`config.mk`:
```
export PLATFORM = sky130hd
export DESIGN_NAME = pmc_power_mode_control
export DESIGN_NICKNAME = d
export VERILOG_FILES = /design/src/rtl/pmc_pkg.sv /design/src/rtl/pmc_power_mode_control.sv /design/src/rtl/pmc_sync3.sv
export SDC_FILE = /design/constraint.sdc
export NUM_CORES = 1
export LEC_CHECK = 0
export ABC_AREA = 1
export BUFFER_PORTS_ARGS = -buffer_cell sky130_fd_sc_hd__buf_2
export CORE_MARGIN = 1
export CORE_UTILIZATION = 35
export DETAILED_ROUTE_END_ITERATION = 12
export HOLD_SLACK_MARGIN = 0.15
export SYNTH_ARGS = -nofsm -noshare
export SYNTH_HDL_FRONTEND = slang
export SYNTH_SLANG_ARGS = --single-unit
```
`constraint.sdc`:
```
create_clock -name clk_sys -period 10.7 [get_ports clk_sys]
set_clock_uncertainty 0.05 [all_clocks]
set_input_delay 1.605 -clock clk_sys [delete_from_list [all_inputs] [get_ports clk_sys]]
set_output_delay 1.605 -clock clk_sys [all_outputs]
set_load 0.005 [all_outputs]
```
`src/rtl/pmc_pkg.sv`:
```
// Package for the power mode controller: offsets, fields, states, carriers
package pmc_pkg;

    localparam logic [3:0] PMC_OFF_CTRL   = 4'h0;
    localparam logic [3:0] PMC_OFF_STATUS = 4'h1;
    localparam logic [3:0] PMC_OFF_IRQST  = 4'h2;
    localparam logic [3:0] PMC_OFF_MASK   = 4'h3;
    localparam logic [3:0] PMC_OFF_FXEN   = 4'h4;
    localparam logic [3:0] PMC_OFF_FXPOL  = 4'h5;

    // Control register fields
    localparam int PMC_CTRL_VARIANT_BIT  = 5;
    localparam int PMC_CTRL_REGOFF_BIT   = 0;
    localparam int PMC_CTRL_LPDIS_BIT    = 1;
    localparam int PMC_CTRL_RTCEN_BIT    = 2;
    localparam int PMC_CTRL_RDYEN_BIT    = 3;

    // Event bits in status / mask
    localparam int PMC_EV_IDLE_BIT   = 0;
    localparam int PMC_EV_PD_BIT     = 1;
    localparam int PMC_EV_WAKE_BIT   = 2;
    localparam int PMC_EV_REFUSE_BIT = 3;

    localparam logic [15:0] PMC_CTRL_RST = 16'h0000;
    localparam logic [7:0]  PMC_MASK_RST = 8'h00;
    localparam logic [7:0]  PMC_FX_RST   = 8'h00;

    localparam int PMC_FX_MIN_NS   = 40;
    localparam int PMC_CLK_MHZ     = 100;
    localparam int PMC_FX_MIN_CYC  =
        (PMC_FX_MIN_NS * PMC_CLK_MHZ + 999) / 1000;

    typedef enum logic [2:0] {
        PMC_RUN     = 3'b000,
        PMC_DRAIN   = 3'b001,
        PMC_IDLE    = 3'b010,
        PMC_PD_PROT = 3'b011,
        PMC_PD_INT  = 3'b100
    } pmc_state_e;

    typedef struct packed {
        logic       idle_req;
        logic       pd_req;
        logic       bus_busy;
        logic       last_rdy_seen;
    } pmc_cpu_s;

    typedef struct packed {
        logic       cpu_stop;
        logic       clk_stop;
        logic       main_osc_stop;
        logic       rtc_on_lp;
    } pmc_ctl_s;

endpackage

```
`src/rtl/pmc_power_mode_control.sv`:
```
// Power mode controller: idle and power-down sequencing with wake-up logic
// Function
// - Idle instruction stops the CPU; peripherals keep their clock.
// - Any interrupt request ends idle, serviced or not.
// - After idle exit and return, CPU resumes at the next instruction.
// - Power-down stops internal clock and all units, watchdog included.
// - External bus transaction finishes before idle or power-down begins.
// - Refuse entry if ready enabled but not seen on last access.
// - Variant bit five clear selects protected power-down.
// - Protected power-down entered only while the NMI pin is low.
// - Protected power-down leaves only on external reset pin.
// - Variant bit five set selects interruptible power-down.
// - Interruptible entry only when enabled fast inputs are all inactive.
// - Interruptible exit on reset, fast input, RTC, CAN or I2C interrupt.
// - With 32 kHz running, main oscillator stops; RTC counts on 32 kHz.
// - Low-power oscillator adopted once detected, kept unless disabled.
// - Only main oscillator running: it keeps running through power-down if the RTC enable bit is set, else it stops.
module pmc_power_mode_control
    import pmc_pkg::*;
#(
    parameter int NFX = 8
) (
    input  wire logic           clk_sys,
    input  wire logic           rst,
    // Register port
    input  wire logic [3:0]     reg_addr,
    input  wire logic [15:0]    reg_wdata,
    input  wire logic           reg_wr,
    input  wire logic           reg_rd,
    output logic      [15:0]    reg_rdata,
    // CPU side
    input  wire pmc_cpu_s       cpu,
    input  wire logic           irq_any,
    input  wire logic           irq_rtc,
    input  wire logic           irq_can_i2c,
    // Pins
    input  wire logic           nmi_n_pin,
    input  wire logic           reset_input_pin_n,
    input  wire logic [NFX-1:0] fast_external_interrupt_pin,
    input  wire logic           lp_osc_running,
    // Controls
    output pmc_ctl_s            ctl,
    output logic                entry_refused,
    output logic                wake_pulse,
    output logic                irq
);
    logic [15:0]    system_configuration_register_q;
    logic [7:0]     irq_status_q;
    logic [7:0]     irq_mask_q;
    logic [NFX-1:0] fx_en_q;
    logic [NFX-1:0] fx_pol_q;
    pmc_state_e     state_q;
    pmc_state_e     state_d;
    logic           pend_pd_q;
    logic           nmi_low_q;
    logic           fx_quiet_q;
    logic           lp_ref_q;
    logic [NFX-1:0] fx_sync;
    logic           nmi_low_sync;
    logic           reset_input_pin_low_sync;
    logic           nmi_n_sync;
    logic           reset_input_pin_n_sync;
    logic           lp_sync;
    logic [7:0]     fx_cnt_q;
    logic           fx_hit_q;
    logic           wake_q;
    logic           refuse_q;
    pmc_ctl_s       ctl_q;
    logic [15:0]    rdata_q;

    logic variant_int;
    logic req_any;
    logic entry_ok;
    logic fx_active_any;
    logic pd_wake;
    logic [7:0] ev_set;
    logic wake_now;
    logic refuse_now;
    logic irqst_rd;

    // Pin inputs cross into the clock domain; active-low pins go in
    // inverted so a cleared synchroniser reads idle, not a false reset
    pmc_sync3 #(.W(NFX + 3)) u_sync (
        .clk_sys (clk_sys),
        .rst     (rst),
        .din     ({fast_external_interrupt_pin, ~nmi_n_pin,
                   ~reset_input_pin_n, lp_osc_running}),
        .dout    ({fx_sync, nmi_low_sync, reset_input_pin_low_sync, lp_sync})
    );

    assign nmi_n_sync   = ~nmi_low_sync;
    assign reset_input_pin_n_sync = ~reset_input_pin_low_sync;

    function automatic logic fx_asserted(input logic [NFX-1:0] lvl,
                                         input logic [NFX-1:0] en,
                                         input logic [NFX-1:0] pol);
        fx_asserted = |((lvl ~^ pol) & en);
    endfunction

    // State groups decoded in several places
    function automatic logic in_pd(input pmc_state_e st);
        in_pd = (st == PMC_PD_PROT) || (st == PMC_PD_INT);
    endfunction

    function automatic logic in_halt(input pmc_state_e st);
        in_halt = (st != PMC_RUN) && (st != PMC_DRAIN);
    endfunction

    assign variant_int = system_configuration_register_q[PMC_CTRL_VARIANT_BIT];
    assign req_any = cpu.idle_req | cpu.pd_req;
    assign fx_active_any = fx_asserted(fx_sync, fx_en_q, fx_pol_q);

    always_comb begin
        entry_ok = 1'b1;
        if (system_configuration_register_q[PMC_CTRL_RDYEN_BIT] &&
            !cpu.last_rdy_seen) begin
            entry_ok = 1'b0;
        end
        if (pend_pd_q) begin
            if (!variant_int && !nmi_low_q) begin
                entry_ok = 1'b0;
            end
            if (variant_int && !fx_quiet_q) begin
                entry_ok = 1'b0;
            end
        end
    end

    // Any gap restarts the count, so short glitches never wake
    // minimum assert width qualified by count
    always_ff @(posedge clk_sys or posedge rst) begin
        if (rst) begin
            fx_cnt_q <= 8'h00;
            fx_hit_q <= 1'b0;
        end else if (state_q == PMC_PD_INT && fx_active_any) begin
            if (fx_cnt_q < 8'(PMC_FX_MIN_CYC)) begin
                fx_cnt_q <= fx_cnt_q + 8'h01;
            end
            fx_hit_q <= (fx_cnt_q + 8'h01 >= 8'(PMC_FX_MIN_CYC));
        end else begin
            fx_cnt_q <= 8'h00;
            fx_hit_q <= 1'b0;
        end
    end

    assign pd_wake = fx_hit_q | irq_rtc | irq_can_i2c;

    assign wake_now   = in_halt(state_q) && (state_d == PMC_RUN);
    assign refuse_now = (state_q == PMC_DRAIN) && !cpu.bus_busy && !entry_ok;
    assign irqst_rd   = reg_rd && (reg_addr == PMC_OFF_IRQST);

    always_comb begin
        state_d = state_q;
        case (state_q)
            PMC_RUN: begin
                if (req_any) begin
                    state_d = PMC_DRAIN;
                end
            end
            PMC_DRAIN: begin
                if (!cpu.bus_busy) begin
                    if (!entry_ok) begin
                        state_d = PMC_RUN;
                    end else if (!pend_pd_q) begin
                        state_d = PMC_IDLE;
                    end else if (variant_int) begin
                        state_d = PMC_PD_INT;
                    end else begin
                        state_d = PMC_PD_PROT;
                    end
                end
            end
            PMC_IDLE: begin
                if (irq_any) begin
                    state_d = PMC_RUN;
                end
            end
            PMC_PD_PROT: begin
                if (!reset_input_pin_n_sync) begin
                    state_d = PMC_RUN;
                end
            end
            PMC_PD_INT: begin
                if (!reset_input_pin_n_sync || pd_wake) begin
                    state_d = PMC_RUN;
                end
            end
            default: begin
                state_d = PMC_RUN;
            end
        endcase
    end

    always_ff @(posedge clk_sys or posedge rst) begin
        if (rst) begin
            state_q <= PMC_RUN;
        end else begin
            state_q <= state_d;
        end
    end

    // pin levels taken when the instruction executes
    always_ff @(posedge clk_sys or posedge rst) begin
        if (rst) begin
            pend_pd_q  <= 1'b0;
            nmi_low_q  <= 1'b0;
            fx_quiet_q <= 1'b0;
        end else if (state_q == PMC_RUN && req_any) begin
            pend_pd_q  <= cpu.pd_req;
            nmi_low_q  <= !nmi_n_sync;
            fx_quiet_q <= !fx_active_any;
        end
    end

    always_ff @(posedge clk_sys or posedge rst) begin
        if (rst) begin
            lp_ref_q <= 1'b0;
        end else if (system_configuration_register_q[PMC_CTRL_LPDIS_BIT]) begin
            lp_ref_q <= 1'b0;
        end else if (lp_sync) begin
            lp_ref_q <= 1'b1;
        end
    end

    // Outputs registered; CPU held until wake so it resumes in order
    always_ff @(posedge clk_sys or posedge rst) begin
        if (rst) begin
            ctl_q <= '0;
        end else begin
            ctl_q.cpu_stop <= in_halt(state_d);
            ctl_q.clk_stop <= in_pd(state_d);
            ctl_q.main_osc_stop <= in_pd(state_d) &&
                (lp_ref_q ||
                 !system_configuration_register_q[PMC_CTRL_RTCEN_BIT]);
            ctl_q.rtc_on_lp <= lp_ref_q;
        end
    end

    // One-cycle event pulses towards the CPU
    always_ff @(posedge clk_sys or posedge rst) begin
        if (rst) begin
            wake_q   <= 1'b0;
            refuse_q <= 1'b0;
        end else begin
            wake_q   <= wake_now;
            refuse_q <= refuse_now;
        end
    end

    assign ctl           = ctl_q;
    assign wake_pulse    = wake_q;
    assign entry_refused = refuse_q;

    always_comb begin
        ev_set = 8'h00;
        ev_set[PMC_EV_IDLE_BIT]   = (state_q == PMC_DRAIN) &&
                                    (state_d == PMC_IDLE);
        ev_set[PMC_EV_PD_BIT]     = (state_q == PMC_DRAIN) &&
                                    in_pd(state_d);
        ev_set[PMC_EV_WAKE_BIT]   = wake_now;
        ev_set[PMC_EV_REFUSE_BIT] = refuse_now;
    end

    // Config registers; regulator-off bit is software's duty before power-down
    // regulator bit held
    always_ff @(posedge clk_sys or posedge rst) begin
        if (rst) begin
            system_configuration_register_q <= PMC_CTRL_RST;
            irq_mask_q <= PMC_MASK_RST;
            fx_en_q    <= NFX'(PMC_FX_RST);
            fx_pol_q   <= NFX'(PMC_FX_RST);
        end else if (reg_wr) begin
            case (reg_addr)
                PMC_OFF_CTRL:  system_configuration_register_q <= reg_wdata;
                PMC_OFF_MASK:  irq_mask_q <= reg_wdata[7:0];
                PMC_OFF_FXEN:  fx_en_q    <= reg_wdata[NFX-1:0];
                PMC_OFF_FXPOL: fx_pol_q   <= reg_wdata[NFX-1:0];
                default: begin
                end
            endcase
        end
    end

    // Sticky status; a new event beats the read-clear in the same cycle
    always_ff @(posedge clk_sys or posedge rst) begin
        if (rst) begin
            irq_status_q <= 8'h00;
        end else if (irqst_rd) begin
            irq_status_q <= ev_set;
        end else begin
            irq_status_q <= irq_status_q | ev_set;
        end
    end

    always_ff @(posedge clk_sys or posedge rst) begin
        if (rst) begin
            irq <= 1'b0;
        end else begin
            irq <= |((irq_status_q | ev_set) & irq_mask_q &
                     ~(irqst_rd ? irq_status_q : 8'h00));
        end
    end

    always_ff @(posedge clk_sys or posedge rst) begin
        if (rst) begin
            rdata_q <= 16'h0000;
        end else if (reg_rd) begin
            case (reg_addr)
                PMC_OFF_CTRL:   rdata_q <= system_configuration_register_q;
                PMC_OFF_STATUS: rdata_q <= {8'h00, lp_ref_q, fx_active_any,
                                            nmi_n_sync, reset_input_pin_n_sync,
                                            pend_pd_q, state_q};
                PMC_OFF_IRQST:  rdata_q <= {8'h00, irq_status_q};
                PMC_OFF_MASK:   rdata_q <= {8'h00, irq_mask_q};
                PMC_OFF_FXEN:   rdata_q <= 16'(fx_en_q);
                PMC_OFF_FXPOL:  rdata_q <= 16'(fx_pol_q);
                default:        rdata_q <= 16'h0000;
            endcase
        end else begin
            rdata_q <= 16'h0000;
        end
    end

    assign reg_rdata = rdata_q;
endmodule

```
`src/rtl/pmc_sync3.sv`:
```
// Three-stage synchroniser; output changes once stages two and three agree
module pmc_sync3 #(
    parameter int W = 1
) (
    input  wire logic         clk_sys,
    input  wire logic         rst,
    input  wire logic [W-1:0] din,
    output logic      [W-1:0] dout
);
    logic [W-1:0] s1_q;
    logic [W-1:0] s2_q;
    logic [W-1:0] s3_q;

    always_ff @(posedge clk_sys or posedge rst) begin
        if (rst) begin
            s1_q <= '0;
            s2_q <= '0;
            s3_q <= '0;
        end else begin
            s1_q <= din;
            s2_q <= s1_q;
            s3_q <= s2_q;
        end
    end

    genvar i;
    generate
        for (i = 0; i < W; i++) begin : g_bit
            always_ff @(posedge clk_sys or posedge rst) begin
                if (rst) begin
                    dout[i] <= 1'b0;
                end else if (s2_q[i] == s3_q[i]) begin
                    dout[i] <= s3_q[i];
                end
            end
        end
    endgenerate
endmodule
```
# == Word level (Yosys, flattened, before mapping) ==
# Cells that the tools add are included.
# totals
register_bits,131
input_bits,42
word_cells,135
# op_classes
addsub,1
order_cmp,2
n_eq_ne,26
n_mux,22
bitwise_logic,13
reduce_logical,37
# ops
op,n
$pmux W16 S6,1
$mux W8,4
$and A8 B8 Y8,3
$mux W3,8
$mux W16,1
$reduce_or A8 Y1,2
$pmux W3 S5,1
$logic_and A1 B1 Y1,14
$eq A3 B2 Y1 const B,4
$eq A1 B1 Y1,11
$add A8 B1 Y8 const B,1
$eq A4 B2 Y1 const B,2
$eq A4 B3 Y1 const B,2
$ge A8 B3 Y1 const B,1
$logic_not A1 Y1,8
$lt A8 B3 Y1 const B,1
$not A8 Y8,1
$or A8 B4 Y8,1
$reduce_and A2 Y1,4
$xnor A8 B8 Y8,1
$mux W1,7
$eq A3 B3 Y1 const B,2
$logic_not A3 Y1,2
$ne A3 B1 Y1 const B,2
other kinds (9),17

# == Logic depth before layout (Yosys ltp) ==
# Gate-level depths: netlist of the first run.
# depth
word_depth,16
depth_mapped,13

# == Cells and area by module ==
# A second synthesis of the first run with hierarchy kept.
# hier_totals
cells_unflattened,549
area_unflattened_um2,5114.9
# modules_own_cells
mod,instances,cells_per_inst,area_per_inst_um2,seq_area_each_um2
pmc_power_mode_control,1,460,3831.2,2077.0
pmc_sync3,1,89,1283.7,1101.1

# == Worst setup path before layout of the first run ==
# OpenSTA, ideal clock, no wires.
# synth_path
path_kind,input -> register
start,input reg_addr[2]
end,register system_configuration_register_q[10]
setup_time_ns,0.124
arrival_ns,2.506
setup_slack_ns,8.020
path_stages,9
n_path_buf,1
cell_sequence,inv_1 nand2_1 inv_1 nand2_2 inv_2 nand2_4 buf_2 nor2_1 a21oi_1
# synth_via
elab_chain_cells,2
# synth_lines
element,line,source
from (decl),pmc_power_mode_control.sv:26,"input wire logic [3:0] reg_addr,"
$logic_not A4 Y1,pmc_power_mode_control.sv:273,case (reg_addr)
$reduce_and A2 Y1 (no source line),-,
to (signal assigned),pmc_power_mode_control.sv:274,PMC_OFF_CTRL: system_configuration_register_q <= reg_wdata;
to (decl),pmc_power_mode_control.sv:47,logic [15:0] system_configuration_register_q;
# Every way passes these cells.
# A chain may end at the register's enable or synchronous reset.

# == Worst setup path after layout of the first run ==
# layout_path
start,input reg_addr[3]
end,"register rdata_q[3], in the netlist reg_rdata[3]"
# layout_via
elab_chain_cells,3
word_cells_on_any_way,8
classes_between,eq/ne: 5; mux: 2; reduce/logical: 1
# layout_lines
element,line,source
$eq A4 B3 Y1 (tied with other cells),pmc_power_mode_control.sv:308,case (reg_addr)
$pmux W16 S6 (*),pmc_power_mode_control.sv:308,
$mux W16 (*),pmc_power_mode_control.sv:307,end else if (reg_rd) begin
to (signal assigned),pmc_power_mode_control.sv:309,PMC_OFF_CTRL: rdata_q <= system_configuration_register_q;
to (signal assigned),pmc_power_mode_control.sv:310,"PMC_OFF_STATUS: rdata_q <= {8'h00, lp_ref_q, fx_active_any,"
to (signal assigned),pmc_power_mode_control.sv:313,"PMC_OFF_IRQST: rdata_q <= {8'h00, irq_status_q};"
to (decl),pmc_power_mode_control.sv:69,logic [15:0] rdata_q;
# Every way passes the cells marked *; elsewhere a longest branch is shown, timed or not.

==> results.yml, run 1 <==
status:
  status: "completed"
grt:
  met1_usage_pct: 21.2
  grt_remaining_overflow: 0
  grt_first_pass_wirelength_microns: 17700
  antenna_found_initial: 0
  met3_usage_pct: 4.88
  grt_start_max_net_pins: 75
  grt_usage_pct: 15.7
  grt_use_met2_pct: 23.2
  grt-busiest-layer: "met2"
  grt_pass1_vias: 3653
layout:
  drive_gt1_share_pct: 21.3
  antennaDiodeCount: 0
  syn_to_final_growth_pct: 22.3
  nets: 627
  finalInstanceArea_sq_um: 6210
clocking:
  cts-htree-levels: 4
  hold_buffers: 0
  cts_resized: 0
  clock_sinks: 127
  path_clk_slew_ns: 0.06
  postCtsSetupBuffers: 0
  clockBufferDepth: 2
  cts_tree: "built"
  cts_buffers: 17
  cts.root.buffer_cell: "clkbuf_16"
  clkLatencyLatePin_ns: 0.41
logic_synthesis:
  syn_area_per_cell_sq_um: 10.0
  yosys.area.top_type_share_pct: 62.6
  synthAdderAreaFrac_pct: 2.66
  synthArstFlopShare_pct: 100
  yosysMostFrequentCell: "dfrtp_1"
  syn_inst: 507
  synth_top_family_by_area: "simple AND/OR/NAND/NOR gates"
  synth_edf_count: 0
  dominantRegCellSynth: "dfrtp_1"
  syn_nets: 551
  synth_largest_area_cell: "dfrtp_1"
  synth.distinct_cells: 38
  yosys_warnings: 0
  synthXorXnorAreaFrac_pct: 1.21
  synth-seq-cells: 127
  synthSimpleGateAreaFrac_pct: 17.6
  synthMuxAreaShare_pct: 0
  yosysSeqAreaShare_pct: 62.6
  yosys-top-cells-count: "dfrtp_1, nand2_1, inv_1, nor2_1, o21ai_0"
  synth_area_leaders: "dfrtp_1, nand2_1, inv_1, o21ai_0, nor2_1"
  synth_compound_area_share_pct: 9.85
  syn_area_sq_um: 5080
power:
  p_leak_uw: 0.00313
  vdd_drop_max_uv: 102
  fin_total_pwr_uw: 1400
  cellPowerDensity_nw_per_um2: 225
die:
  io_pins: 65
  placementRows: 43
  die-area_sq_um: 15000
  fp.coreArea_sq_um: 14000
  fp.dieW_microns: 122
  initial_core_util_pct: 36.2
  dieHeight_microns: 122
flow_run:
  maxCapViolCount: 0
critical_path:
  r2r_start: "state_q[2]"
  cp-startpoint: "reg_addr[3]"
  crit_arrival_ns: 2.98
  critPathCaptureType: "flip-flop"
  cp.required_ns: 10.96
  worstSetupPathType: "in2reg"
  start_kind: "input pin"
  cp_max_fo: 10
  r2r_cells: 10
  crit_end: "reg_rdata[3]"
  r2r_setup_slack_ns: 8.99
  worst_r2r_endpoint: "irq"
sta:
  hold_slack_ns: 0.292
  fin_crit_ns: 2.72
  fin_setup_tns_ns: 0
  drv_slew: 0
  rsz0062_at_grt: "false"
  slew_headroom_pct: 38.5
  hold_viol_final: 0
  finalSetupViolCount: 0
  finalCritPeriodShare_pct: 25.4
  max_freq_mhz: 368
  worst_pin_slew_ns: 0.922
place:
  hpwl_microns: 7220
  dpl-instance-area_sq_um: 5590
  port_buffers: 64
  gp_congestion: 0.842
route:
  detail-route-antenna-nets: 0
  wl_microns: 10300
  wl_per_cell_microns: 13.3
  drc_errors: 0
  firstDrtPassIters: 4
  first_iter_violations: 195
  route.vias.total: 3650
  routed_via_density: 4.70
worst_hold_path:
  hp-class: "reg2reg"
  holdCritStartpoint: "u_sync.s1_q[0]"
-- cell families (layout without fill, tap and decap cells) --
| family | Yosys count | in the layout |
|---|---|---|
| adders and majority gates | 13 | 13 |
| buffers and inverters | 78 | 167 |
| DFF | 127 | 127 |
| AOI/OAI and AO/OA | 85 | 85 |
| xor gates and xnor gates | 7 | 7 |
| and+or+nand+nor | 197 | 197 |
-- final cells by class --
type | instances | area (sq um)
clock buffer | 21 | 460
clock inverter | 11 | 163
fill | 1337 | 7830
inverter | 70 | 265
multi-input combinational | 302 | 1590
sequential | 127 | 3180
tap | 180 | 225
timing repair buffer | 65 | 328
-- where the power goes --
group	total [uW]	internal [uW]	switching, uW
Sequential	599	552	47.7
Clock	599	400	199
Combinational	197	75.0	122
Total	1400	1030	369
-- placed cells by master, fill, tap and decap left out, types with 4 or more instances in the layout --
cell type | Yosys | routed
inv_1 | 67 | 66
o21ai_2 | 8 | 8
nand3_1 | 26 | 26
maj3_1 | 11 | 11
clkinv_2 | 0 | 4
o21ai_0 | 40 | 40
dfrtp_1 | 127 | 127
buf_2 | 5 | 64
nor2_1 | 51 | 51
nand2_2 | 6 | 6
a41oi_1 | 4 | 4
bufinv_16 | 0 | 4
clkbuf_16 | 0 | 17
a21oi_1 | 21 | 21
nand2_1 | 95 | 95
xor2_1 | 5 | 5
-- worst max-delay path, stage by stage --
cell     delay [ns]
buf_2          0.11
nor2_2         0.35
nand2_1        0.27
o21ai_0        0.37
a21oi_1        0.08
a41oi_1        0.20
-- sequential cells by signal, indices dropped and copies added (netlist names), 3 cells and up --
register	count
u_sync.s1_q	11
irq_mask_q	8
u_sync.s2_q	11
u_sync.s3_q	11
fx_en_q	8
system_configuration_register_q	16
u_sync.dout	11
reg_rdata	16
fx_pol_q	8
fx_cnt_q	8
ctl	4
state_q	3
irq_status_q	4
-- metal layers --
layer / up-vias / part of all wire [%]
met5: - / 0
met4: 0 / 1.3
met3: 11 / 5.0
met2: 96 / 45
met1: 1757 / 49
li1: 1786 / -
-- worst min-delay path by stage --
stage                endpoint  depth (start not counted)
2_1_floorplan  u_sync.s2_q[0]                          0
3_3_place_gp   u_sync.s2_q[7]                          0
3_5_place_dp   u_sync.s2_q[4]                          0
4_1_cts        u_sync.s2_q[0]                          0
5_1_grt        u_sync.s2_q[4]                          0
6_report       u_sync.s2_q[0]                          0
-- metrics by stage --
| step | instances | util [%] | setup WS (ns) |
|---|---|---|---|
| 6_report | 776 | 44.2 | 7.98 |
| 5_1_grt | 776 | 44.2 | 7.69 |
| 4_1_cts | 776 | 44.2 | 7.88 |
| 3_5_place_dp | 744 | 39.8 | 7.46 |
| 3_3_place_gp | 744 | 39.8 | 7.49 |
| 2_1_floorplan | 507 | - | 5.66 |
No activity file was read; power rests on OpenSTA's default activity.
==> run 2: changes to the inputs <==
==> constraint.sdc (replaced) <==
create_clock -name clk_sys -period 2.8 [get_ports clk_sys]
set_clock_uncertainty 0.05 [all_clocks]
set_input_delay 0.42 -clock clk_sys [delete_from_list [all_inputs] [get_ports clk_sys]]
set_output_delay 0.42 -clock clk_sys [all_outputs]
set_load 0.005 [all_outputs]
==> run 2 against run 1 <==
Net effect: sequential share of layout area fell by 0.78 points; clock-buffer cell count rose by 6; via count rose by 0.77%; die area did not move; first-iteration DRC count rose by 7.7%; hold slack got worse by 0.085 ns; clock power rose to 3.5 times the previous value; critical path type is now reg2reg; critical endpoint is now fx_cnt_q[4].
==> results.yml, run 2 (same netlist as run 1, synthesis figures left out) <==
critical_path:
  max_stage_delay_ns: 0.38
  worstSetupPathType: "reg2reg"
  r2r_cells: 9
  crit_top_cell: "nor2_1"
  crit_chain: "inv_1, nor2_1, o21ai_0, nor2_1, nand2_1, nand3_1, nor2_1, inv_1, nor2_1"
  crit_path_top_delay_cell: "dfrtp_1"
  critPathBufInv: 2
  crit_arrival_ns: 2.00
  cp_max_fo: 7
  start_kind: "flip-flop"
  cp.required_ns: 3.09
  crit_family: "simple AND/OR/NAND/NOR gates"
  critPathCaptureType: "flip-flop"
  cp.depth: 9
layout:
  mostFrequentLayoutCell: "dfrtp_1"
  antennaDiodeCount: 0
  nFillCells: 1316
  final_cell_mix: "dfrtp_1, nand2_1, inv_1"
  nets: 640
  drive_gt1_share_pct: 20.5
  layoutNonFillerInstCount: 789
  finalInstanceArea_sq_um: 6310
  syn_to_final_growth_pct: 24.2
sta:
  fin_setup_tns_ns: 0
  drv_slew: 0
  slew_headroom_pct: 51.9
  worst_pin_slew_ns: 0.721
  hold_viol_final: 0
  rsz0062_at_grt: "false"
  finalCritPeriodShare_pct: 61.0
  finalSetupViolCount: 0
  max_freq_mhz: 586
  fin_crit_ns: 1.71
place:
  gp_congestion: 0.871
  port_buffers: 64
  hpwl_microns: 7440
  place_inst: 745
  dpl-instance-area_sq_um: 5620
worst_hold_path:
  hp-class: "in2reg"
  min_path_cells: 3
route:
  route.vias.total: 3678
  detail-route-antenna-nets: 0
  first_iter_violations: 210
  wl_per_cell_microns: 13.3
  routed_via_density: 4.66
  firstDrtPassIters: 4
  drc_errors: 0
  wl_microns: 10500
grt:
  antenna_found_initial: 0
  grt_pass1_vias: 3603
  grt_first_pass_wirelength_microns: 17600
  grt_usage_pct: 15.7
  grt_start_max_net_pins: 59
  grt_remaining_overflow: 0
die:
  die-area_sq_um: 15000
  fp.coreArea_sq_um: 14000
  fp.dieW_microns: 122
  io_pins: 65
  placementRows: 43
  initial_core_util_pct: 36.2
  dieHeight_microns: 122
status:
  status: "completed"
flow_run:
  maxCapViolCount: 0
power:
  p_leak_uw: 0.00317
  fin_total_pwr_uw: 5140
  cellPowerDensity_nw_per_um2: 815
  vdd_drop_max_uv: 433
clocking:
  clock_sinks: 127
  path_clk_slew_ns: 0.05
  clkLatencyLatePin_ns: 0.41
  cts.root.buffer_cell: "clkbuf_16"
  cts_buffers: 17
  cts-htree-levels: 4
  cts_tree: "built"
  clockBufferDepth: 2
-- run 2: metrics by stage --
stage	setup slack, ns	hold WS (ns)	utilization, %
4_1_cts	1.10	0.191	44.9
3_5_place_dp	0.910	0.285	40.0
2_1_floorplan	0.763	0.281	-
5_1_grt	0.917	0.195	44.9
6_report	1.09	0.207	44.9
3_3_place_gp	0.903	0.284	40.0
-- run 2: final cells by class --
cell class | instances | area (sq um) | area share [%]
flip-flops and latches | 127 | 3180 | 50.4
multi-input cells | 302 | 1590 | 25.2
clock buffers | 27 | 513 | 8.13
repair buffers | 78 | 480 | 7.62
inverters | 70 | 267 | 4.23
well taps | 180 | 225 | 3.57
clock inverters | 5 | 52.6 | 0.833
-- run 2: worst paths after layout --
path,from,end,slack [ns]
worst min-delay path,reg_wdata[11],system_configuration_register_q[11],0.21
worst min register to register,u_sync.s1_q[5],u_sync.s2_q[5],0.29
min in group asynchronous,rst,u_sync.s1_q[3],0.62
worst max register to register,fx_pol_q[5],fx_cnt_q[4],1.09
max in group asynchronous,rst,fx_cnt_q[7],1.36
worst max-delay path,fx_pol_q[5],fx_cnt_q[4],1.09
-- run 2: per-layer routing --
metal	routed length (microns)	vias up	GRT usage [%]
met1	5140	1772	21.4
met2	4780	84	23.1
met5	0	-	0
met4	140	0	6.78
met3	452	14	4.74
li1	-	1808	-
-- run 2: worst reg2reg max path, delay by kind of cell (launching register included) --
| family | cells | cell delay (ns) |
|---|---|---|
| AOI/OAI and AO/OA | 1 | 0.17 |
| DFF | 1 | 0.38 |
| and+or+nand+nor | 6 | 0.85 |
| buffers and inverters | 2 | 0.18 |
-- run 2: timing repair --
item                                    CTS  global route
hold endpoints to repair                 40             0
buffers inserted                          0             0
hold buffers                             12             0
gates resized for setup                   0             0
endpoints found under the setup margin    0             0
-- run 2: where the power goes --
group / total, uW / internal, uW / switching [uW]
clock: 2070 / 1330 / 736
sequential: 2300 / 2110 / 192
combinational: 772 / 302 / 470
==> run 3: changes to the inputs <==
--- a/config.mk
+++ b/config.mk
@@ -5,7 +5,7 @@
 export SDC_FILE = /design/constraint.sdc
 export NUM_CORES = 1
 export LEC_CHECK = 0
-export ABC_AREA = 1
+export ABC_AREA = 0
 export BUFFER_PORTS_ARGS = -buffer_cell sky130_fd_sc_hd__buf_2
 export CORE_MARGIN = 1
 export CORE_UTILIZATION = 35
==> constraint.sdc (replaced) <==
create_clock -name clk_sys -period 1.6 [get_ports clk_sys]
set_clock_uncertainty 0.05 [all_clocks]
set_input_delay 0.24 -clock clk_sys [delete_from_list [all_inputs] [get_ports clk_sys]]
set_output_delay 0.24 -clock clk_sys [all_outputs]
set_load 0.005 [all_outputs]
==> run 3 against run 2 <==
Net effect: the run now ends with setup timing left; clock-buffer cell count fell by 2; synthesized area shrank 5.0%; utilization up 5.1 points; cell area up 5.9%; critical path depth fell by 3; global-route usage rose by 0.88 points; non-clock buffer count up 64; via count down 10%; sequential power rose by 77%.
==> results.yml, run 3 <==
place:
  place_inst: 621
  hpwl_microns: 7340
  gp_congestion: 0.809
  port_buffers: 64
logic_synthesis:
  synth_area_leaders: "dfrtp_1, mux2_2, maj3_1, a22oi_1, xnor2_1"
  synth.distinct_cells: 45
  yosys-top-cells-count: "dfrtp_1, mux2_2, nand2_1, a22oi_1, and3_1"
  syn_area_per_cell_sq_um: 13.9
  syn_nets: 392
  dominantRegCellSynth: "dfrtp_1"
  syn_inst: 348
  synth_largest_area_cell: "dfrtp_1"
  yosysSeqAreaShare_pct: 65.9
  yosys.area.top_type_share_pct: 65.9
  synth-seq-cells: 127
  synth_edf_count: 0
  syn_area_sq_um: 4820
  yosys_warnings: 0
  synthArstFlopShare_pct: 100
  yosysMostFrequentCell: "dfrtp_1"
worst_hold_path:
  min_path_cells: 5
  holdCritStartpoint: "irq_can_i2c"
  hold_end: "state_q[2]"
  hp-class: "in2reg"
layout:
  final_cell_mix: "dfrtp_1, buf_2, buf_4"
  antennaDiodeCount: 0
  syn_to_final_growth_pct: 38.5
  nFillCells: 1200
  drive_gt1_share_pct: 40.3
  layoutNonFillerInstCount: 690
  post-route-util_pct: 50.0
  mostFrequentLayoutCell: "dfrtp_1"
  nets: 545
route:
  dr.max_layer_used: "met4"
  met1_length_microns: 4970
  firstDrtPassIters: 5
  wl_met2_microns: 5100
  first_iter_violations: 211
  drc_errors: 0
  routed_via_density: 4.80
  wl_per_cell_microns: 15.7
  detail-route-antenna-nets: 0
  wl_met3_microns: 462
  wl_microns: 10800
  route.vias.total: 3312
power:
  intPower_uw: 7040
  p_leak_uw: 0.00314
  cellPowerDensity_nw_per_um2: 1410
  netSwitchingFraction_pct: 25.4
  vdd_drop_max_uv: 741
  fin_total_pwr_uw: 9440
  power_frac_seq_pct: 43.0
  clkPwrFrac_pct: 38.8
  p_switching_uw: 2400
  combinationalPowerShare_pct: 18.2
sta:
  hold_viol_final: 0
  fin_crit_ns: 1.96
  worst_pin_slew_ns: 0.546
  drv_slew: 0
  max_freq_mhz: 509
  finalCritPeriodShare_pct: 123
  hold_slack_ns: 0.292
  setup_slack_ns: -0.363
  finalSetupViolCount: 6
  slew_headroom_pct: 63.6
  rsz0062_at_grt: "true"
clocking:
  clkLatencyLatePin_ns: 0.41
  path_clk_slew_ns: 0.05
  cts_tree: "built"
  clockBufferDepth: 2
  cts-htree-levels: 4
  cts_buffers: 17
  cts.root.buffer_cell: "clkbuf_16"
  clock_sinks: 127
die:
  initial_core_util_pct: 36.1
  dieHeight_microns: 119
  placementRows: 42
  fp.coreArea_sq_um: 13300
  fp.dieW_microns: 119
  die-area_sq_um: 14300
  io_pins: 65
critical_path:
  r2r_start: "state_q[1]"
  cp_max_fo: 3
  cp.required_ns: 1.90
  start_kind: "flip-flop"
  r2r_cells: 6
  r2r_setup_slack_ns: -0.36
  worstSetupPathType: "reg2reg"
  worst_r2r_endpoint: "irq"
  critPathCaptureType: "flip-flop"
  crit_arrival_ns: 2.26
status:
  violations: "setup timing"
  status: "complete, but fails checks"
grt:
  grt_first_pass_wirelength_microns: 17700
  antenna_found_initial: 0
  grt_pass1_vias: 3543
  grt_start_max_net_pins: 105
  grt_remaining_overflow: 0
  grt_usage_pct: 16.6
flow_run:
  maxCapViolCount: 0
[run 3: cell count changes after synthesis, moves of 21 or more]
cell     previous run  this run
nor2_1             51         9
mux2_2              0        42
nand3_1            26         5
o21ai_0            40         5
nand2_1            95        18
inv_1              67         8
[run 3: repair_timing]
item                                   in CTS  in global routing
endpoints found under the hold margin     187                  0
setup endpoints to repair                  10                 21
gates resized for setup                     6                 13
pin swaps                                   4                 10
buffers inserted                            6                  7
hold buffers                               30                  0
[run 3: layout make-up]
class | count | area [sq um] | area share, %
Multi-Input combinational cell | 205 | 1690 | 25.3
Clock inverter | 7 | 85.1 | 1.27
Timing Repair Buffer | 142 | 997 | 14.9
Inverter | 8 | 33.8 | 0.506
Sequential cell | 127 | 3180 | 47.6
Clock buffer | 25 | 475 | 7.12
Tap cell | 176 | 220 | 3.30
[run 3: critical path, cell delays in order, from the launching register on]
cell,delay [ns]
dfrtp_1,0.38
or4b_4,0.52
nand2b_4,0.18
o21ai_4,0.14
a21oi_2,0.07
or4b_1,0.48
nand3_2,0.08
[run 3: cell families (layout without fill, tap and decap cells)]
logic type	Yosys count	in the layout	synth area share, %
fa+ha+maj	13	13	2.80
mux	48	48	11.1
buf+inv	16	182	1.27
compound gates	55	55	7.86
flops	127	127	65.9
xor+xnor	9	9	1.63
simple gates	80	80	9.49
[run 3: metrics by stage]
| step | worst slack, ns | setup TNS, ns | area (sq um) |
|---|---|---|---|
| floorplan | -0.348 | -33.14 | 4870 |
| global placement | -0.329 | -0.760 | 5700 |
| detailed placement | -0.368 | -1.06 | 5700 |
| CTS | -0.372 | -1.38 | 6620 |
| global route | -0.422 | -1.80 | 6680 |
| finish | -0.363 | -1.23 | 6680 |
[run 3: worst max path at each step]
stage / from / to
after CTS: state_q[1] / irq
after global placement: cpu[1] / irq
after floorplan: state_q[1] / irq
after global routing: state_q[1] / irq
after detailed placement: cpu[1] / irq
final: state_q[1] / irq
[run 3: power groups by stage]
| stage | sequential [uW] | combinational [uW] | clock [uW] |
|---|---|---|---|
| 2_1_floorplan | 4030 | 895 | 0 |
| 3_3_place_gp | 4090 | 1480 | 0 |
| 4_1_cts | 4050 | 1740 | 3740 |
| 5_1_grt | 4120 | 1890 | 3920 |
| 3_5_place_dp | 4100 | 1530 | 0 |
| 6_report | 4060 | 1720 | 3660 |
[run 3: routing by layer]
metal,track usage (%),up-vias
met5,0,-
met4,7.89,0
met3,5.51,25
met2,25.3,88
met1,21.2,1619
li1,-,1580
